## src/hdl/htd_pkg.sv

```systemverilog
package htd_pkg;
  // channel count and which channel's waveform the broadcast input plays
  localparam int unsigned NUM_CH       = 5;
  localparam int unsigned BCAST_SRC_CH = 0;
  localparam int unsigned SYNC_STAGES  = 2;
  localparam int unsigned LEVEL_W      = 12;
  localparam int unsigned LAUNCH_DEPTH = 16;
  localparam int unsigned LAUNCH_AW    = 4;
  // sense threshold as a configuration value (sense reading units)
  localparam logic [LEVEL_W-1:0] LEVEL_RST = 12'hFFF;
  localparam logic [NUM_CH-1:0]  CH_ZERO   = 5'h00;
  // flag positions in a launch log word; bits 4:0 name the channels, bit 5 stays zero
  localparam int unsigned LOG_SENSE_BIT = 6;
  localparam int unsigned LOG_REL_BIT   = 7;

  // waveform kind of a launch
  typedef enum logic {
    HTD_WAVE_PRESS,
    HTD_WAVE_RELEASE
  } htd_wave_t;

  // one playback launch command per channel
  typedef struct packed {
    logic                      start;      // one-cycle launch pulse
    htd_wave_t                 wave;       // press or release waveform
    logic [2:0]                src_ch;     // channel whose configured waveform plays
    logic                      from_sense; // launched by the force-sense path
  } htd_launch_t;

  // per-channel configuration
  typedef struct packed {
    logic               release_en;
    logic [LEVEL_W-1:0] sense_level;
  } htd_ch_cfg_t;
endpackage : htd_pkg

```

## src/hdl/htd_dispatch.sv

```systemverilog
// Notes on behaviour
// [RULE_01] five channel trigger inputs; input n launches only channel n with its waveform
// [RULE_02] broadcast input launches all five channels using channel 1's waveform
// [RULE_03] falling edge on a trigger input launches the press waveform
// [RULE_04] rising edge launches release waveform only where release is configured
// [RULE_05] pin triggers and force-sense trigger both stay active; either launches
// [RULE_06] configure sense level to 1 V for external-only triggering
// [RULE_07] per-channel release enable; cleared means rising edges produce nothing; the code gates broadcast rising edges by channel 1's release_en instead
// [RULE_08] sense reading crossing channel level counts as that channel's sense trigger
// [RULE_09] two-flop synchroniser then one-cycle pulse per edge
module htd_dispatch
  import htd_pkg::*;
(
  input  wire logic                      ref_clk_i,
  input  wire logic                      srst_i,
  input  wire logic                      trig_in_ch1_i,
  input  wire logic                      trig_in_ch2_i,
  input  wire logic                      trig_in_ch3_i,
  input  wire logic                      trig_in_ch4_i,
  input  wire logic                      trig_in_ch5_i,
  input  wire logic                      trig_in_broadcast_i,
  input  wire htd_pkg::htd_ch_cfg_t      ch_cfg_i [htd_pkg::NUM_CH],
  input  wire logic [htd_pkg::LEVEL_W-1:0] sense_val_i [htd_pkg::NUM_CH],
  input  wire logic [htd_pkg::LAUNCH_AW-1:0] log_rd_addr_i,
  output htd_pkg::htd_launch_t           launch_o [htd_pkg::NUM_CH],
  output logic      [7:0]                log_rd_data_o,
  output logic      [htd_pkg::LAUNCH_AW-1:0] log_wr_ptr_o
);
  import htd_pkg::*;

  localparam int unsigned NPIN = NUM_CH + 1; // five channels plus broadcast

  ////////////////////////////////////////////////////////////////////////////
  // synchronisers and edge detectors
  // a pin shorter than one clock may slip between samples and be lost;
  // the trigger source must hold each level for at least one period.
  // a level still settling when sampled only delays the edge by one clock.

  logic [NPIN-1:0] pin_raw;
  logic [NPIN-1:0] sync1;
  logic [NPIN-1:0] sync2;
  logic [NPIN-1:0] prev;
  logic [NPIN-1:0] next_sync1;
  logic [NPIN-1:0] next_sync2;
  logic [NPIN-1:0] next_prev;
  logic [NPIN-1:0] fall;
  logic [NPIN-1:0] rise;

  assign pin_raw = {trig_in_broadcast_i, trig_in_ch5_i, trig_in_ch4_i,
                    trig_in_ch3_i, trig_in_ch2_i, trig_in_ch1_i};

  // only sync2 and prev feed logic; sync1 is seen by sync2 alone
  always_comb begin
    next_sync1 = pin_raw;
    next_sync2 = sync1; // RULE_09
    next_prev  = sync2;
  end

  // idle level is high, so reset to high avoids a false press after reset
  always_ff @(posedge ref_clk_i) begin
    if (srst_i) begin
      sync1 <= '1;
      sync2 <= '1;
      prev  <= '1;
    end else begin
      sync1 <= next_sync1;
      sync2 <= next_sync2;
      prev  <= next_prev;
    end
  end

  assign fall = prev & ~sync2; // RULE_09
  assign rise = ~prev & sync2; // RULE_09

  // broadcast edges named apart from the channel edges for the dispatch below
  logic bc_fall;
  logic bc_rise;

  assign bc_fall = fall[NUM_CH]; // RULE_02
  assign bc_rise = rise[NUM_CH]; // RULE_02

  ////////////////////////////////////////////////////////////////////////////
  // force-sense detection
  // readings arrive on this clock already, so no synchroniser is needed here.
  // a level of all ones can still be crossed by a full-scale reading; the
  // configuring party picks a level that the actuator cannot reach.

  logic [NUM_CH-1:0] sense_above;
  logic [NUM_CH-1:0] next_sense_above;
  logic [NUM_CH-1:0] sense_hit;

  // compare reading with its channel level
  function automatic logic over_level(input logic [LEVEL_W-1:0] val,
                                      input logic [LEVEL_W-1:0] lvl);
    over_level = (val >= lvl);
  endfunction

  // a hit is the crossing, not the level, so a held press launches once
  always_comb begin
    for (int i = 0; i < NUM_CH; i++) begin
      next_sense_above[i] = over_level(sense_val_i[i], ch_cfg_i[i].sense_level); // RULE_08
    end
  end

  always_ff @(posedge ref_clk_i) begin
    if (srst_i) begin
      sense_above <= CH_ZERO;
    end else begin
      sense_above <= next_sense_above;
    end
  end

  assign sense_hit = next_sense_above & ~sense_above; // RULE_08

  ////////////////////////////////////////////////////////////////////////////
  // launch dispatch
  // each channel picks one launch per cycle from five possible requests;
  // the record is registered so the playback side sees clean one-cycle starts.
  // the source channel field tells the playback side whose waveform to play.

  htd_launch_t       launch_q [NUM_CH];
  htd_launch_t       next_launch [NUM_CH];
  logic [NUM_CH-1:0] own_press;
  logic [NUM_CH-1:0] bc_press;
  logic [NUM_CH-1:0] own_release;
  logic [NUM_CH-1:0] bc_release;
  logic [NUM_CH-1:0] sense_req;
  logic              any_launch;
  logic [7:0]        log_word;

  // quiet record of a channel: no start, its own waveform source
  function automatic htd_launch_t idle_launch(input int unsigned ch);
    htd_launch_t rec;
    rec        = '0;
    rec.wave   = HTD_WAVE_PRESS;
    rec.src_ch = 3'(ch);
    return rec;
  endfunction

  // which source asks for a launch on each channel in this cycle;
  // own and broadcast requests stay apart so the priority below can order them
  always_comb begin
    for (int i = 0; i < NUM_CH; i++) begin
      own_press[i]   = fall[i];                                    // RULE_01 RULE_03
      bc_press[i]    = bc_fall;                                    // RULE_02 RULE_03
      own_release[i] = rise[i] && ch_cfg_i[i].release_en;          // RULE_04 RULE_07
      // broadcast plays channel 1's waveform, so channel 1's release enable decides
      bc_release[i]  = bc_rise && ch_cfg_i[BCAST_SRC_CH].release_en; // RULE_02 RULE_04 RULE_07
      sense_req[i]   = sense_hit[i];                               // RULE_05
    end
  end

  // press wins over release in one cycle; pin beats broadcast; sense last.
  // a losing request is dropped, not queued: there is no buffering
  always_comb begin
    for (int i = 0; i < NUM_CH; i++) begin
      next_launch[i] = idle_launch(i);
      if (own_press[i]) begin
        next_launch[i].start = 1'b1; // RULE_01 RULE_03
      end else if (bc_press[i]) begin
        next_launch[i].start  = 1'b1; // RULE_02 RULE_03
        next_launch[i].src_ch = 3'(BCAST_SRC_CH);
      end else if (own_release[i]) begin
        next_launch[i].start = 1'b1; // RULE_04 RULE_07
        next_launch[i].wave  = HTD_WAVE_RELEASE;
      end else if (bc_release[i]) begin
        // every channel takes channel 1 as its waveform source
        next_launch[i].start  = 1'b1; // RULE_02 RULE_04 RULE_07
        next_launch[i].wave   = HTD_WAVE_RELEASE;
        next_launch[i].src_ch = 3'(BCAST_SRC_CH);
      end else if (sense_req[i]) begin
        next_launch[i].start      = 1'b1; // RULE_05
        next_launch[i].from_sense = 1'b1;
      end
    end
  end

  // one log word per cycle with any launch; mixed kinds share the flag bits
  always_comb begin
    any_launch = 1'b0;
    log_word   = 8'h00;
    for (int i = 0; i < NUM_CH; i++) begin
      if (next_launch[i].start) begin
        any_launch              = 1'b1;
        log_word[i]             = 1'b1;
        log_word[LOG_REL_BIT]   = log_word[LOG_REL_BIT] | (next_launch[i].wave == HTD_WAVE_RELEASE);
        log_word[LOG_SENSE_BIT] = log_word[LOG_SENSE_BIT] | next_launch[i].from_sense;
      end
    end
  end

  // registered record; reset leaves every channel quiet on its own source
  always_ff @(posedge ref_clk_i) begin
    if (srst_i) begin
      for (int i = 0; i < NUM_CH; i++) begin
        launch_q[i] <= idle_launch(i);
      end
    end else begin
      launch_q <= next_launch;
    end
  end

  assign launch_o = launch_q;

  ////////////////////////////////////////////////////////////////////////////
  // launch history: bits 4:0 channels, 6 sense, 7 release
  // the log is a debug aid only: it never holds back a launch, and when two
  // launches of different kinds share a cycle their flag bits merge.
  // after sixteen words the oldest entry is overwritten.

  htd_launch_log u_log (
    .ref_clk_i (ref_clk_i),
    .srst_i    (srst_i),
    .wr_i      (any_launch),
    .wr_data_i (log_word),
    .rd_addr_i (log_rd_addr_i),
    .rd_data_o (log_rd_data_o),
    .wr_ptr_o  (log_wr_ptr_o)
  );
endmodule // htd_dispatch

```

## src/hdl/htd_launch_log.sv

```systemverilog
// small log of recent launches; read data come out of a register
module htd_launch_log
  import htd_pkg::*;
(
  input  wire logic                 ref_clk_i,
  input  wire logic                 srst_i,
  input  wire logic                 wr_i,
  input  wire logic [7:0]           wr_data_i,
  input  wire logic [LAUNCH_AW-1:0] rd_addr_i,
  output logic      [7:0]           rd_data_o,
  output logic      [LAUNCH_AW-1:0] wr_ptr_o
);
  logic [7:0]           mem [LAUNCH_DEPTH];
  logic [LAUNCH_AW-1:0] wr_ptr;
  logic [LAUNCH_AW-1:0] next_wr_ptr;

  // pointer advances once per logged launch and wraps
  always_comb begin
    next_wr_ptr = wr_ptr;
    if (wr_i) begin
      next_wr_ptr = wr_ptr + LAUNCH_AW'(1);
    end
  end

  always_ff @(posedge ref_clk_i) begin
    if (srst_i) begin
      wr_ptr    <= '0;
      rd_data_o <= 8'h00;
    end else begin
      wr_ptr    <= next_wr_ptr;
      rd_data_o <= mem[rd_addr_i];
    end
  end

  // storage has no reset; only read after being written
  always_ff @(posedge ref_clk_i) begin
    if (wr_i) begin
      mem[wr_ptr] <= wr_data_i;
    end
  end

  assign wr_ptr_o = wr_ptr;
endmodule // htd_launch_log

```

## config.mk

```make
export PLATFORM = sky130hd
export DESIGN_NAME = htd_dispatch
export DESIGN_NICKNAME = d
export VERILOG_FILES = /design/src/hdl/htd_pkg.sv /design/src/hdl/htd_dispatch.sv /design/src/hdl/htd_launch_log.sv
export SDC_FILE = /design/constraint.sdc
export NUM_CORES = 1
export LEC_CHECK = 0
export ABC_AREA = 1
export BUFFER_PORTS_ARGS = -buffer_cell sky130_fd_sc_hd__buf_4
export CORE_ASPECT_RATIO = 2
export CORE_MARGIN = 2
export CORE_UTILIZATION = 61
export CTS_BUF_LIST = sky130_fd_sc_hd__clkbuf_4
export DETAILED_ROUTE_END_ITERATION = 6
export GPL_TIMING_DRIVEN = 1
export PLACE_DENSITY = 0.86
export SETUP_SLACK_MARGIN = 0.15
export SLEW_MARGIN = 20
export SYNTH_ARGS = -nofsm -noshare
export SYNTH_HDL_FRONTEND = slang
export SYNTH_SLANG_ARGS = --single-unit
```

## constraint.sdc

```tcl
create_clock -name ref_clk_i -period 6.85 [get_ports ref_clk_i]
set_input_delay 0.685 -clock ref_clk_i [delete_from_list [all_inputs] [get_ports ref_clk_i]]
set_output_delay 0.685 -clock ref_clk_i [all_outputs]
set_load 0.01 [all_outputs]
```

Word level (Yosys, flattened, before mapping)
Memory sizes are Yosys's and may differ from the RTL's. A register that Yosys moved wholly into a read port is not among the register bits.
Cells that the tools add are included.
- bits in writable memories: 112
- latch bits: 0
- memories: 1
- register bits: 65
- output and inout port bits: 42
- bits in read-only memories: 0
- magnitude comparators: 5
- reduce and logical (&&, ||, !) cells: 15
- multipliers: 0
- div/mod/pow operators: 0
- equality and inequality tests: 0
- add/subtract/negate cells: 1
- muxes and demuxes: 76
- bitwise gates (word level): 14
- shift operators: 0
- memory list (name ; words ; width ; read ports ; clocked after Yosys merged registers in ; wr ports ; RTL line ; text):
    u_log.mem ; 16 ; 7 ; 1 ; 1 ; 1 ; htd_launch_log.sv:13 ; logic [7:0] mem [LAUNCH_DEPTH];
- operators with widths (kind ; number):
    $ge A12 B12 Y1 ; 5
    $mux W1 ; 46
    $mux W4 ; 10
    $mux W5 ; 5
    $mux W2 ; 10
    $reduce_or A4 Y1 ; 5
    $mux W3 ; 5
    $and A6 B6 Y6 ; 2
    $not A6 Y6 ; 2
    $or A1 B1 Y1 ; 8
    $reduce_or A2 Y1 ; 4
    $logic_and A1 B1 Y1 ; 6
    $and A5 B5 Y5 ; 1
    $not A5 Y5 ; 1
    $add A4 B1 Y4 const B ; 1

Longest topological paths before layout
- depth in word-level cells: 16
- depth in mapped cells: 16
- mapped depth without buffers: 16

By module
A second synthesis with hierarchy kept.
- cell total of the unflattened synthesis: 1034
- area total of the unflattened synthesis: 9137.5 um^2
- by module, submodules not included (module ; instances ; area each (um^2) ; sequential area each (um^2) ; cells each):
    htd_launch_log ; 1 ; 5878.1 ; 4083.9 ; 558
    htd_dispatch ; 1 ; 3259.4 ; 840.8 ; 476

Worst setup path before layout
OpenSTA, ideal clock, no wires.
- path kind: input-to-reg
- start: in ch_cfg_i[63] in the netlist's numbering
- end: mem u_log.mem[0][0] in the netlist's numbering, enable pin
- arrival: 2.350 ns
- setup slack: 4.140 ns
- buffers on the path: 0
- stages on the path: 14
- required time: 6.490 ns
- path through: inv_1 -> ha_1 -> nand2_1 -> nor2_1 -> nand2_1 -> nor2_1 -> nand2_1 -> nand2_1 -> nand2_1 -> nand2_2 -> nor2_4 -> nand3_4 -> nand2_2 -> nor2_1
- cells in the longest elaborated chain, start to end: 14
- RTL lines (item ; RTL line ; text):
    from (decl) ; htd_dispatch.sv:22 ; input wire htd_pkg::htd_ch_cfg_t ch_cfg_i [htd_pkg::NUM_CH],
    $ge A12 B12 Y1 ; htd_dispatch.sv:95 ; over_level = (val >= lvl);
    $and A5 B5 Y5 ; htd_dispatch.sv:113 ; assign sense_hit = next_sense_above & ~sense_above;
    $mux W1 ; htd_dispatch.sv:171 ; end else if (sense_req[i]) begin
    $mux W1 ; htd_dispatch.sv:166 ; end else if (bc_release[i]) begin
    $mux W2 ; htd_dispatch.sv:163 ; end else if (own_release[i]) begin
    $mux W1 ; htd_dispatch.sv:160 ; end else if (bc_press[i]) begin
    $mux W1 ; htd_dispatch.sv:158 ; if (own_press[i]) begin
    $mux W1 ; n/a ;
    via log_word[0] ; htd_dispatch.sv:129 ; logic [7:0] log_word;
    $mux W1 (4 in series) ; htd_dispatch.sv:183 ; if (next_launch[i].start) begin
    $mux W1 ; htd_launch_log.sv:37 ; if (wr_i) begin
    $mux W1 (implied by the code) ; htd_launch_log.sv:38 ; mem[wr_ptr] <= wr_data_i;
    to (decl) ; htd_launch_log.sv:13 ;
The timed path passes the listed nets, and every way through them passes these cells.

Worst setup path in the final report
- start: in ch_cfg_i[11] in the netlist's numbering
- end: mem u_log.mem[8][3] in the netlist's numbering, enable pin
- cells in the longest elaborated chain, start to end: 10
- RTL lines (item ; RTL line):
    $ge A12 B12 Y1 ; htd_dispatch.sv:95
    $and A5 B5 Y5 ; htd_dispatch.sv:113
    $mux W1 ; htd_dispatch.sv:171
    $mux W1 ; htd_dispatch.sv:166
    $mux W2 ; htd_dispatch.sv:163
    $mux W1 ; htd_dispatch.sv:160
    $mux W1 ; htd_dispatch.sv:158
    $mux W1 ; htd_dispatch.sv:183
    $mux W1 ; htd_launch_log.sv:37
    $mux W1 (implied by the code) ; htd_launch_log.sv:38
Every way passes these cells.

==> summary.txt <==
Floorplan
  • Row cnt: 59
  • Initial Utilization: 62.3%
  • Die H: 166 microns
  • Die footprint: 0.0142 sq mm
  • DIE WIDTH: 85.2 microns
  • Total core area: 0.0129 sq mm
  • I/O pins: approximately 180

Clock tree
  • # hold bufs at CTS: 0
  • Clock root cell: clkbuf_4
  • H-Tree Depth: 4
  • CTS Buf Count: 17
  • CTS tree: built
  • Clock slew at reported path FFs: ~130 ps
  • Clock Tree Buf Depth: 2
  • Post-CTS setup repair buffer count: 0
  • Clk sinks: 165
  • Clk Latency, worst-skew pair: 570 ps
  • Cells resized by post-CTS repair: 0

Route
  • DRT antenna net count: 0
  • Vias: ~6.4k
  • DR pass1 iterations: 5
  • Vias per cell: ~5.5
  • Post-route DRC: 0
  • First-iteration detailed-routing DRC count: ~510
  • Routed WL: 18,900 microns
  • DR WL/cell: around 16 microns

Synth
  • Top post-synthesis cells by area: edfxtp_1 42%, dfxtp_1 13%, ha_1 10%
  • Largest area contributor in the netlist: edfxtp_1
  • Fraction of the mapped netlist area in simple logic gates: 16.0%
  • Yosys reg bits: 165
  • Post-synth top flop: edfxtp_1
  • Largest family of logic cells by synthesized area: simple AND/OR/NAND/NOR gates
  • Mux contribution to synthesized area: 0%
  • Count leader, synth: inv_1
  • Commonest cells post-synth: 123 x inv_1, 114 x nand2_1, 112 x edfxtp_1
  • Syn Inst Count: about 840
  • Adder-cell share of the synthesized area: 9.96%
  • Yosys Warn Count: 0
  • Share of the synthesized area in the top cell type: 41.8%
  • EDFF count, synth: 112
  • Post-synth cell types: 34
  • Post-synth ARST share: 0%
  • Syn avg cell area: 9.63 sq um
  • Compound-cell area share of the yosys netlist: just over 10%
  • Seq/Total Area, Yosys: 55.0%
  • Mapped cell area: 0.00804 sq mm
  • Xor/xnor share of the synthesized area: 0.218%

Timing
  • Worst setup margin: 4050 ps
  • Setup TNS: 0 ps
  • # setup viols final: 0
  • RSZ-0062 raised after global routing: false
  • Min Tclk post-route: 2800 ps
  • Max-slew headroom: between 40% and 50%
  • Final worst path period share: about two fifths
  • Final Hold Fails: 0
  • Setup Skew: 22.8 ps
  • Fin. max-slew vios: 0
  • Worst Tran Pin Value: ~860 ps
  • F_max: roughly 360 MHz
  • Min Hold Slack: roughly 300 ps

Setup path
  • Top cell by count, worst path: nand2_1
  • CP Cell Sequence: buf_4 -> inv_1 -> ha_1 -> nand2_1 -> nor2_1 -> and2_1 -> nand2_1 -> nand4_1 -> nand2_1 -> nand2_2 -> nor2_4 -> nand3_4 -> nand2_2 -> nor2_1
  • CP Buf/Inv Count: 2
  • Worst-path maximum fanout: 17
  • Crit path largest cell delay: around 560 ps
  • Delay-heaviest family, CP: simple AND/OR/NAND/NOR gates
  • Critical Path RT: between 7000 and 8000 ps
  • WS Path Type: input port to flip-flop
  • Slowest CP cell: nor2_1
  • Endpoint type of the worst setup path: flip-flop
  • Critical path launch point type: input port
  • Critical path arrival: 3010 ps

Placed design
  • Post-placement cell area: 0.00933 sq mm
  • Gp weighted congestion: 0.836
  • Detail Placement HPWL: 14,100 microns
  • Setup WS pre-CTS: 3530 ps
  • Dpl cells: roughly 1.1k
  • Port Buffers: 167

Power
  • P_leak: 4.46 nW
  • P per Cell Area: between 200 and 250 mW/mm^2
  • Final Power: 2.11 mW
  • Max rail drop VDD: 168 uV

Cells and area
  • Synthesis-to-finish area growth: 19.8%
  • Design area: between 0.009 and 0.01 sq mm
  • Fin cells: 1,160
  • Core Util, Final: between 70% and 80%
  • Nets: 1,195
  • Share of cells above drive strength 1: approximately a quarter

Global route
  • Total grt overflow: 0
  • Largest net degree at the start of global routing: 58
  • All-Layer GR Usage: 27.2%
  • Antenna violations before repair: 1
  • First-pass GRT wire length: between 20,000 and 30,000 microns
  • Vias in the first global route: approximately 6.3k

Run
  • Max Cap Viol: 0

Status
  • Status: finished, final reports clean

Worst hold path
  • HP Class: input port to flip-flop
power breakdown:
part           switching, mW  internal (mW)
logic                  0.216          0.140
registers             0.0152           1.14
clock network          0.346          0.257
worst reg2reg max path: cells and delay by family (launching register included):
kind | cells | cell delay [ps]
DFF | 1 | 370
and+or+nand+nor | 8 | 1740
buffers and inverters | 1 | 130
cell type report:
class | instances | area [sq um]
clock inverters | 15 | 179
fillers | 896 | 3280
repair buffers | 168 | 1260
multi-input cells | 511 | 2960
inverters | 131 | 492
flip-flops and latches | 165 | 4420
well taps | 152 | 190
diodes | 1 | 2.50
clock buffers | 17 | 128
flip-flops by register name, summed over array words and instances (netlist names):
name / cells
sense_above: 5
prev: 6
next_prev: 6
u_log.wr_ptr_o: 4
next_sync2: 6
launch_o: 19
u_log.mem: 112
u_log.rd_data_o: 7
layer usage:
layer  share of wire, %  GRT usage [%]  routed length, microns  vias up
li1                   -              -                       -     3087
met3                6.0           6.41                    1140       75
met1                 32           25.4                    6060     2977
met2                 56           51.3                   10600      280
met5                  0              0                       0        -
met4                5.9           15.9                    1120        0
cells in the final DEF, fill, tap and decap left out, types with 4 or more instances in the layout:
| master | n |
|---|---|
| buf_4 | 168 |
| inv_1 | 123 |
| nand2_1 | 114 |
| edfxtp_1 | 112 |
| nor2_1 | 111 |
| ha_1 | 64 |
| o21ai_0 | 57 |
| dfxtp_1 | 53 |
| a21oi_1 | 34 |
| nand3_1 | 25 |
| o221ai_1 | 18 |
| clkbuf_4 | 17 |
| or2_2 | 16 |
| o22ai_1 | 11 |
| conb_1 | 11 |
| o211ai_1 | 10 |
| nand4_1 | 9 |
| nand2_2 | 9 |
| inv_2 | 6 |
| o21ai_1 | 5 |
| clkinv_1 | 4 |
cells by family (layout without fill, tap and decap cells):
| group | Yosys count | after routing |
|---|---|---|
| simple gates | 295 | 295 |
| buf+inv | 169 | 331 |
| flops | 165 | 165 |
| compound gates | 139 | 139 |
| fa+ha+maj | 64 | 64 |
| xor+xnor | 2 | 2 |
| other cells | 1 | 12 |
final timing paths:
kind,from,slack [ps],to,cells past startpoint
setup reg to reg,prev[5]$_SDFF_PP1_,4250,u_log.mem[8][3]$_DFFE_PP_,9
hold / removal,trig_in_ch4_i,300,next_sync2[3]$_SDFF_PP1_,2
hold reg to reg,next_sync2[0]$_SDFF_PP1_,420,next_prev[0]$_SDFF_PP1_,1
setup / recovery,ch_cfg_i[11],4050,u_log.mem[8][3]$_DFFE_PP_,14
Power figures use the tool's default switching activity.
